File: src/bcr_pkg.sv
// Purpose: Shared constants for the branch, call and return control unit
// Assumes: One clock edge per clock state; flags byte laid out sign..carry
// Notes:   Timing counts are in clock states of the processor clock

package bcr_pkg;

    // ************************************************************
    // Clock and timing counts, in clock states
    // ************************************************************
    localparam int         CLK_PERIOD_NS  = 40;
    localparam logic [4:0] T_REL_SKIP     = 5'h07;
    localparam logic [4:0] T_REL_TAKEN    = 5'h0c;
    localparam logic [4:0] T_LOOP_EXIT    = 5'h08;
    localparam logic [4:0] T_LOOP_TAKEN   = 5'h0d;
    localparam logic [4:0] T_ABS          = 5'h0a;
    localparam logic [4:0] T_IND_PAIR     = 5'h04;
    localparam logic [4:0] T_IND_INDEX    = 5'h08;
    localparam logic [4:0] T_CALL_SKIP    = 5'h0a;
    localparam logic [4:0] T_CALL         = 5'h11;
    localparam logic [4:0] T_RETURN       = 5'h0a;
    localparam logic [4:0] T_RETURN_SKIP  = 5'h05;
    localparam logic [4:0] T_RETURN_TAKEN = 5'h0b;
    localparam logic [4:0] T_RESTART      = 5'h0b;
    localparam logic [4:0] T_INT_RETURN   = 5'h0e;
    localparam logic [4:0] T_UNKNOWN      = 5'h04;

    // ************************************************************
    // Flag bit positions in the flags byte
    // ************************************************************
    localparam int FLAG_CARRY  = 0;
    localparam int FLAG_PARITY = 2;
    localparam int FLAG_ZERO   = 6;
    localparam int FLAG_SIGN   = 7;

    // ************************************************************
    // Prefix codes and opcodes
    // ************************************************************
    localparam logic [1:0] PFX_NONE   = 2'h0;
    localparam logic [1:0] PFX_EXT    = 2'h1;
    localparam logic [1:0] PFX_FIRST  = 2'h2;
    localparam logic [1:0] PFX_SECOND = 2'h3;
    localparam logic [7:0] OP_REL        = 8'h18;
    localparam logic [7:0] OP_LOOP       = 8'h10;
    localparam logic [7:0] OP_ABS        = 8'hc3;
    localparam logic [7:0] OP_IND        = 8'he9;
    localparam logic [7:0] OP_CALL       = 8'hcd;
    localparam logic [7:0] OP_RETURN     = 8'hc9;
    localparam logic [7:0] OP_MASK_RET   = 8'h4d;
    localparam logic [7:0] OP_NMI_RET    = 8'h45;

    // ************************************************************
    // Address steps and reset values
    // ************************************************************
    localparam logic [15:0] REL_BIAS   = 16'h0002;
    localparam logic [15:0] STACK_STEP = 16'h0002;
    localparam logic [15:0] ABS_LEN    = 16'h0003;
    localparam logic [15:0] ONE_BYTE   = 16'h0001;
    localparam logic [15:0] RST_WORD   = 16'h0000;
    localparam logic [7:0]  RST_BYTE   = 8'h00;

    // Sequencer states
    typedef enum logic [2:0] {
        ST_IDLE        = 3'b000,
        ST_PUSH_LOW    = 3'b001,
        ST_POP_HIGH    = 3'b010,
        ST_POP_CAPTURE = 3'b011,
        ST_WAIT        = 3'b100
    } bcr_state_t;

endpackage : bcr_pkg

File: src/bcr_flow_unit.sv
// Purpose: Program-flow execution: relative, absolute and indirect jumps,
//          loop branch, calls, returns, interrupt returns and restarts
// Assumes: Operand bytes already fetched; memory answers one cycle after a read
// Notes:   One clock per clock state; results valid while done_out is high
//
// What this block does
// - Displacement is signed, reach -126 to +129
// - Displacement added after counter passed both bytes
// - Conditional relative jump: 7 skipped, 12 taken
// - Loop branch decrements count; 8 exit, 13 taken
// - Flow instructions never change any flag
// - Conditional call: 10 skipped, 17 taken
// - Restart pushes high then low, 11 states
// - Restart vector is field times eight
// - Condition field selects zero, carry, parity, sign
`timescale 1ns/1ns

module bcr_flow_unit (
    // Clock and reset
    input  wire logic        clk_in,
    input  wire logic        rst_n_in,
    // Instruction request
    input  wire logic        start_in,
    input  wire logic [1:0]  prefix_in,
    input  wire logic [7:0]  opcode_in,
    input  wire logic [15:0] operand_in,
    // Processor state in
    input  wire logic [15:0] pc_in,
    input  wire logic [15:0] sp_in,
    input  wire logic [7:0]  flags_in,
    input  wire logic [7:0]  count_in,
    input  wire logic [15:0] general_pointer_pair_in,
    input  wire logic [15:0] first_index_register_in,
    input  wire logic [15:0] second_index_register_in,
    // Processor state out
    output logic             busy_out,
    output logic             done_out,
    output logic             illegal_out,
    output logic      [15:0] pc_out,
    output logic      [15:0] sp_out,
    output logic      [7:0]  flags_out,
    output logic      [7:0]  count_out,
    // Stack memory bus
    output logic      [15:0] mem_addr_out,
    output logic      [7:0]  mem_wdata_out,
    output logic             mem_wr_out,
    output logic             mem_rd_out,
    input  wire logic [7:0]  mem_rdata_in
);

    // ************************************************************
    // Condition evaluation
    // ************************************************************
    function automatic logic cond_met(input logic [2:0] sel, input logic [7:0] f);
        logic bitv;
        bitv = 1'b0;
        case (sel[2:1])
            2'b00:   bitv = f[bcr_pkg::FLAG_ZERO];
            2'b01:   bitv = f[bcr_pkg::FLAG_CARRY];
            2'b10:   bitv = f[bcr_pkg::FLAG_PARITY];
            default: bitv = f[bcr_pkg::FLAG_SIGN];
        endcase
        return bitv == sel[0];
    endfunction : cond_met

    // ************************************************************
    // Decode
    // ************************************************************
    logic             pfx_none;
    logic             dec_rel;
    logic             dec_loop;
    logic             dec_abs;
    logic             dec_ind;
    logic             dec_call;
    logic             dec_return;
    logic             dec_restart;
    logic             dec_int_return;
    logic             dec_uncond;
    logic             dec_known;
    logic [2:0]       cond_sel;
    logic             taken;
    logic             do_push;
    logic             do_pop;
    logic [15:0]      rel_target;
    logic [15:0]      seq_pc;
    logic [15:0]      push_val;
    logic [15:0]      ind_src;
    logic [15:0]      new_pc;
    logic [15:0]      new_sp;
    logic [15:0]      restart_pc;
    logic [7:0]       loop_count;
    logic [4:0]       t_sel;

    // Opcode classes; prefixed forms only for indirect jump and interrupt returns
    assign pfx_none       = prefix_in == bcr_pkg::PFX_NONE;
    assign dec_rel        = pfx_none && (opcode_in == bcr_pkg::OP_REL ||
                            (opcode_in[7:5] == 3'h1 && opcode_in[2:0] == 3'h0));
    assign dec_loop       = pfx_none && opcode_in == bcr_pkg::OP_LOOP;
    assign dec_abs        = pfx_none && (opcode_in == bcr_pkg::OP_ABS ||
                            (opcode_in[7:6] == 2'h3 && opcode_in[2:0] == 3'h2));
    assign dec_ind        = opcode_in == bcr_pkg::OP_IND && prefix_in != bcr_pkg::PFX_EXT;
    assign dec_call       = pfx_none && (opcode_in == bcr_pkg::OP_CALL ||
                            (opcode_in[7:6] == 2'h3 && opcode_in[2:0] == 3'h4));
    assign dec_return     = pfx_none && (opcode_in == bcr_pkg::OP_RETURN ||
                            (opcode_in[7:6] == 2'h3 && opcode_in[2:0] == 3'h0));
    assign dec_restart    = pfx_none && opcode_in[7:6] == 2'h3 && opcode_in[2:0] == 3'h7;
    assign dec_int_return = prefix_in == bcr_pkg::PFX_EXT &&
                            (opcode_in == bcr_pkg::OP_MASK_RET || opcode_in == bcr_pkg::OP_NMI_RET);
    assign dec_uncond     = opcode_in == bcr_pkg::OP_REL || opcode_in == bcr_pkg::OP_ABS ||
                            opcode_in == bcr_pkg::OP_CALL || opcode_in == bcr_pkg::OP_RETURN;
    assign dec_known      = dec_rel | dec_loop | dec_abs | dec_ind | dec_call |
                            dec_return | dec_restart | dec_int_return;

    // Relative forms only reach the four zero and carry conditions
    assign cond_sel   = dec_rel ? {1'b0, opcode_in[4:3]} : opcode_in[5:3];
    assign loop_count = count_in - 8'h01;
    assign taken      = dec_loop ? (loop_count != 8'h00) :
                        (dec_uncond || cond_met(cond_sel, flags_in));

    // Counter already past both bytes before the signed displacement is added
    assign rel_target = pc_in + bcr_pkg::REL_BIAS + {{8{operand_in[7]}}, operand_in[7:0]};
    assign seq_pc     = (dec_rel || dec_loop) ? pc_in + bcr_pkg::REL_BIAS :
                        (dec_return || dec_restart) ? pc_in + bcr_pkg::ONE_BYTE :
                        pc_in + bcr_pkg::ABS_LEN;
    assign push_val   = seq_pc;
    assign restart_pc = {bcr_pkg::RST_BYTE, 2'h0, opcode_in[5:3], 3'h0};

    // Indirect source chosen by prefix
    assign ind_src = (prefix_in == bcr_pkg::PFX_FIRST)  ? first_index_register_in :
                     (prefix_in == bcr_pkg::PFX_SECOND) ? second_index_register_in :
                     general_pointer_pair_in;

    assign do_push = (dec_call && taken) || dec_restart;
    assign do_pop  = (dec_return && taken) || dec_int_return;

    assign new_pc = !dec_known                     ? pc_in :
                    dec_ind                        ? ind_src :
                    dec_restart                    ? restart_pc :
                    !taken                         ? seq_pc :
                    (dec_rel || dec_loop)          ? rel_target :
                    (dec_abs || dec_call)          ? operand_in :
                    pc_in;
    assign new_sp = do_push ? sp_in - bcr_pkg::STACK_STEP :
                    do_pop  ? sp_in + bcr_pkg::STACK_STEP : sp_in;

    // Length of the instruction in clock states
    assign t_sel = dec_rel        ? (taken ? bcr_pkg::T_REL_TAKEN : bcr_pkg::T_REL_SKIP) :
                   dec_loop       ? (taken ? bcr_pkg::T_LOOP_TAKEN : bcr_pkg::T_LOOP_EXIT) :
                   dec_abs        ? bcr_pkg::T_ABS :
                   dec_ind        ? (pfx_none ? bcr_pkg::T_IND_PAIR : bcr_pkg::T_IND_INDEX) :
                   dec_call       ? (taken ? bcr_pkg::T_CALL : bcr_pkg::T_CALL_SKIP) :
                   dec_return     ? (opcode_in == bcr_pkg::OP_RETURN ? bcr_pkg::T_RETURN :
                                     (taken ? bcr_pkg::T_RETURN_TAKEN : bcr_pkg::T_RETURN_SKIP)) :
                   dec_restart    ? bcr_pkg::T_RESTART :
                   dec_int_return ? bcr_pkg::T_INT_RETURN :
                   bcr_pkg::T_UNKNOWN;

    // ************************************************************
    // Sequencer and result registers
    // ************************************************************
    bcr_pkg::bcr_state_t state_ff;
    logic [4:0]          cnt_ff;
    logic [7:0]          push_low_ff;
    logic [7:0]          pop_low_ff;
    logic                illegal_pend_ff;

    // Start is ignored while busy; memory steps finish before the count runs out
    always_ff @(posedge clk_in or negedge rst_n_in) begin
        if (!rst_n_in) begin
            state_ff        <= bcr_pkg::ST_IDLE;
            cnt_ff          <= 5'h00;
            busy_out        <= 1'b0;
            done_out        <= 1'b0;
            illegal_out     <= 1'b0;
            illegal_pend_ff <= 1'b0;
            pc_out          <= bcr_pkg::RST_WORD;
            sp_out          <= bcr_pkg::RST_WORD;
            flags_out       <= bcr_pkg::RST_BYTE;
            count_out       <= bcr_pkg::RST_BYTE;
            mem_addr_out    <= bcr_pkg::RST_WORD;
            mem_wdata_out   <= bcr_pkg::RST_BYTE;
            mem_wr_out      <= 1'b0;
            mem_rd_out      <= 1'b0;
            push_low_ff     <= bcr_pkg::RST_BYTE;
            pop_low_ff      <= bcr_pkg::RST_BYTE;
        end else begin
            done_out    <= 1'b0;
            illegal_out <= 1'b0;
            if (busy_out) begin
                cnt_ff <= cnt_ff - 5'h01;
            end
            case (state_ff)
                bcr_pkg::ST_IDLE: begin
                    mem_wr_out <= 1'b0;
                    mem_rd_out <= 1'b0;
                    if (start_in) begin
                        busy_out        <= 1'b1;
                        cnt_ff          <= t_sel - 5'h01;
                        pc_out          <= new_pc;
                        sp_out          <= new_sp;
                        flags_out       <= flags_in;
                        count_out       <= dec_loop ? loop_count : count_in;
                        illegal_pend_ff <= !dec_known;
                        push_low_ff     <= push_val[7:0];
                        if (do_push) begin
                            mem_wr_out    <= 1'b1;
                            mem_addr_out  <= sp_in - bcr_pkg::ONE_BYTE;
                            mem_wdata_out <= push_val[15:8];
                            state_ff      <= bcr_pkg::ST_PUSH_LOW;
                        end else if (do_pop) begin
                            mem_rd_out   <= 1'b1;
                            mem_addr_out <= sp_in;
                            state_ff     <= bcr_pkg::ST_POP_HIGH;
                        end else begin
                            state_ff <= bcr_pkg::ST_WAIT;
                        end
                    end
                end
                bcr_pkg::ST_PUSH_LOW: begin
                    mem_addr_out  <= mem_addr_out - bcr_pkg::ONE_BYTE;
                    mem_wdata_out <= push_low_ff;
                    state_ff      <= bcr_pkg::ST_WAIT;
                end
                bcr_pkg::ST_POP_HIGH: begin
                    mem_addr_out <= mem_addr_out + bcr_pkg::ONE_BYTE;
                    state_ff     <= bcr_pkg::ST_POP_CAPTURE;
                end
                bcr_pkg::ST_POP_CAPTURE: begin
                    // Read data lags the strobe a cycle: low byte on the first pass, high on the second
                    mem_rd_out <= 1'b0;
                    pop_low_ff <= mem_rdata_in;
                    pc_out     <= {mem_rdata_in, pop_low_ff};
                    state_ff   <= mem_rd_out ? bcr_pkg::ST_POP_CAPTURE : bcr_pkg::ST_WAIT;
                end
                bcr_pkg::ST_WAIT: begin
                    mem_wr_out <= 1'b0;
                    mem_rd_out <= 1'b0;
                    if (cnt_ff == 5'h01) begin
                        busy_out    <= 1'b0;
                        done_out    <= 1'b1;
                        illegal_out <= illegal_pend_ff;
                        state_ff    <= bcr_pkg::ST_IDLE;
                    end
                end
                default: begin
                    state_ff <= bcr_pkg::ST_IDLE;
                end
            endcase
        end
    end

    logic go;
    assign go = start_in && !busy_out;
endmodule : bcr_flow_unit

File: config.mk
export PLATFORM = sky130hd
export DESIGN_NAME = bcr_flow_unit
export DESIGN_NICKNAME = d
export VERILOG_FILES = /design/src/bcr_pkg.sv /design/src/bcr_flow_unit.sv
export SDC_FILE = /design/constraint.sdc
export NUM_CORES = 1
export LEC_CHECK = 0
export BUFFER_PORTS_ARGS = -buffer_cell sky130_fd_sc_hd__buf_2
export CORE_MARGIN = 2
export CORE_UTILIZATION = 55
export DETAILED_ROUTE_END_ITERATION = 10
export GPL_TIMING_DRIVEN = 0
export PLACE_DENSITY = 0.83
export SLEW_MARGIN = 20
export SYNTH_ARGS = -nofsm -noshare
export SYNTH_HDL_FRONTEND = slang
export SYNTH_SLANG_ARGS = --single-unit
export TNS_END_PERCENT = 5
File: constraint.sdc
create_clock -name clk_in -period 3.7 [get_ports clk_in]
set_input_delay 0.555 -clock clk_in [delete_from_list [all_inputs] [get_ports clk_in]]
set_output_delay 0.555 -clock clk_in [all_outputs]
set_load 0.01 [all_outputs]
==> impl_metrics.toml <==
[detailed_routing]
route.detailed.drc = 0
routed_wl_um = 29430
detail-route-antenna-nets = 0
initialDrtViolationCount = 808
wl_per_cell_um = 19.24
drt-vias-per-instance = 6.188
dr_total_vias = 9467
drtPass1Iterations = 6

[cells_and_area]
area_delta_synth_final_pct = 18.90
nets = 1486
final_layout_size_suffix_gt1_frac = 0.2161
diodes = 0
fin_cells = 1530

[global_route]
antenna_found_initial = 0
grt_pass1_wl_um = 45410
top_usage_layer = "met2"
use_met3 = 0.06067
grt_use_met1 = 0.4680
grt_start_max_net_pins = 75
gr-usage-all-layers = 0.3438
overflow = 0
grt_pass1_vias = 8711
use_met2 = 0.5478

[worst_setup_path]
rr_worst_depth = 13
slowest_delay_ps = 390
crit_required_ps = 4000
critPathLaunchType = "input port"
cp-end-kind = "flip-flop"
path_max_fanout = 10
arrival_ps = 3810
cp_cell_sequence = "buf_2, buf_2, nor2_1, nand3_1, a21oi_1, nand2_1, and2_1, ha_1, a21oi_1, nor2b_1, mux2i_4, nand3b_2, nor2_1, xor2_2, o211ai_2, a311oi_1, a221o_1"
rrSetupSlack_ps = 220
critical-path-slowest-cell = "a311oi_1"
crit_type = "in -> reg"

[power_and_ir_drop]
peakVddDrop_mv = 0.4108
power.share.clock = 0.178
cellPowerDensity_nw_per_um2 = 510.0
internal_power_uw = 3114
p_seq_frac = 0.338
swShare = 0.4167
switchingPower_uw = 2225
comb_power_share = 0.484
p_leak_uw = 0.004739

[floorplanning]
rows = 46
die_h_um = 130.5
start_util = 0.5583
core_area_um2 = 15770
die_w_um = 130.5
io_pins = 210
die_area_um2 = 17040

[clocking]
cts_buffers = 9
clkTransAtPathRegs_ps = 80
cts-root-buf = "clkbuf_16"
hold_buffers = 0
clockBufferDepth = 2
clk_latency_ps = 360
tritoncts = "yes"
clock-sinks = 102
htreeDepth = 3

[place]
dp.cells = 1510
portBuffers = 196
gp_congestion = 1.020
dpl.hpwl_um = 22950

[sta]
fin_crit_sh = 0.9473
hold_ws_ps = 60.89
fin_tns_setup_ps = 0
slew_viol_final = 0
worst_pin_slew_ps = 1024
relSlewSlack = 0.3109
finalSetupViolations = 0
finalHoldViolations = 0
fmax_ghz = 0.2853
period_minus_slack_ps = 3505
rsz0062_at_grt = "no"
finalClockSkew_ps = 7.344

[synthesis]
synth.cell_area_um2 = 8805
ys.flop_type = "dfrtp_1"
synth-edff-count = 0
avgSynthCellArea_um2 = 8.026
netlist-cell-type-count = 83
synth_cells = 1097
async_flop_share = 1.000
ys_warn_count = 0
syn_nets = 1273
ys_ff_latch = 102
seq_area_frac_synth = 0.2899

[job]
cap_violations = 0

[hold_path]
min_path_type = "in -> async"

[outcome]
status = "completed"
[timing repair]
action                                  in CTS  in global routing
buffers inserted                             1                  4
endpoints found under the setup margin      13                 10
pin swaps                                    1                  1
gates resized for setup                      2                 12
[synthesized netlist by cell type, drive strengths merged, types with 17 or more instances]
master	instances	area (um^2)
xnor2	59	516.8
nand2	143	539.3
nor3	29	156.4
ha	40	500.5
nand4	17	106.4
a21oi	55	286.5
clkbuf	49	183.9
inv	28	105.1
dfrtp	102	2552
nor2	90	342.8
a211oi	28	215.2
xor2	28	245.2
o21ai	112	564.3
mux2i	36	372.9
nand3	27	145.1
buf	24	125.1
[power by group through the flow]
stage | Combinational [uW] | Clock (uW) | Sequential (uW)
floorplan | 1510 | 0 | 1940
global placement | 2460 | 0 | 1810
detailed placement | 2530 | 0 | 1820
CTS | 2560 | 961 | 1800
global route | 2870 | 1010 | 1850
finish | 2580 | 951 | 1800
[critical path: cells and delay by family]
kind / cells / cell delay [ps]
adders and majority gates: 1 / 290
AOI/OAI and AO/OA: 5 / 870
buffers and inverters: 2 / 280
and+or+nand+nor: 7 / 1430
muxes: 1 / 110
xor gates and xnor gates: 1 / 250
[stage by stage]
stage	util	instance area [um^2]	setup slack, ps	power, uW
after global placement	0.6377	10060	-706.8	4266
final	0.6638	10470	194.8	5339
after CTS	0.6594	10400	-114.6	5316
after global routing	0.6638	10470	6.176	5721
after floorplan	-	8805	288.2	3444
after detailed placement	0.6398	10090	-737.0	4350
[final timing paths]
kind / start / end
hold reg to reg: sp_out[11]$_DFFE_PN0P_ / sp_out[11]$_DFFE_PN0P_
min in group clk_in: flags_in[4] / flags_out[4]$_DFFE_PN0P_
setup reg to reg: state_ff[0]$_DFFE_PN0P_ / mem_addr_out[12]$_DFFE_PN0P_
setup / recovery: prefix_in[1] / pc_out[9]$_DFFE_PN0P_
max in group asynchronous: rst_n_in / sp_out[5]$_DFFE_PN0P_
hold / removal: rst_n_in / count_out[6]$_DFFE_PN0P_
[per-layer routing]
layer	wire [um]	part of all wire	vias to the layer above
met1	12470	0.42	4458
met3	2401	0.082	101
met5	0	0	-
met4	1363	0.046	0
met2	13200	0.45	493
li1	-	-	4415
[placed cells by master (no fill, tap or decap), types with 14 or more instances in the layout]
cell / count
mux2i_1: 35
a211oi_1: 27
ha_1: 39
o21ai_0: 106
a21oi_1: 52
nand3_1: 24
xor2_1: 27
nor3_1: 27
nand2_1: 142
mux2_2: 14
dfrtp_1: 102
inv_1: 27
clkbuf_1: 47
xnor2_1: 59
nor2_1: 88
nand4_1: 17
buf_2: 210
[sequential cells by signal, summed over array words and instances, names as in the netlist, 8 cells and up]
name and cells:
count_out 8, flags_out 8, mem_addr_out 16, mem_wdata_out 8, pc_out 16, pop_low_ff 8, push_low_ff 8, sp_out 16
[cells by family (layout without fill, tap and decap cells)]
| group | after synthesis | in the layout | share of synthesized area |
|---|---|---|---|
| AND/OR/NAND/NOR | 401 | 401 | 0.2211 |
| AO/OA/AOI/OAI | 312 | 312 | 0.2302 |
| flip-flops | 102 | 102 | 0.2899 |
| buffers and inverters | 101 | 318 | 0.04704 |
| XOR/XNOR | 87 | 87 | 0.08654 |
| multiplexers | 51 | 51 | 0.06153 |
| adder cells (fa/ha/maj) | 43 | 43 | 0.06366 |
[layout make-up]
type,instances,area [um^2]
buffer,73,311.5
timing repair buffer,202,1055
sequential,102,2552
clock inverter,5,51.30
inverter,28,108.9
multi-input combinational,894,5881
clock buffer,10,239.0
fill,1411,5301
tap,216,270.3
No activity file was read; power rests on OpenSTA's default activity.
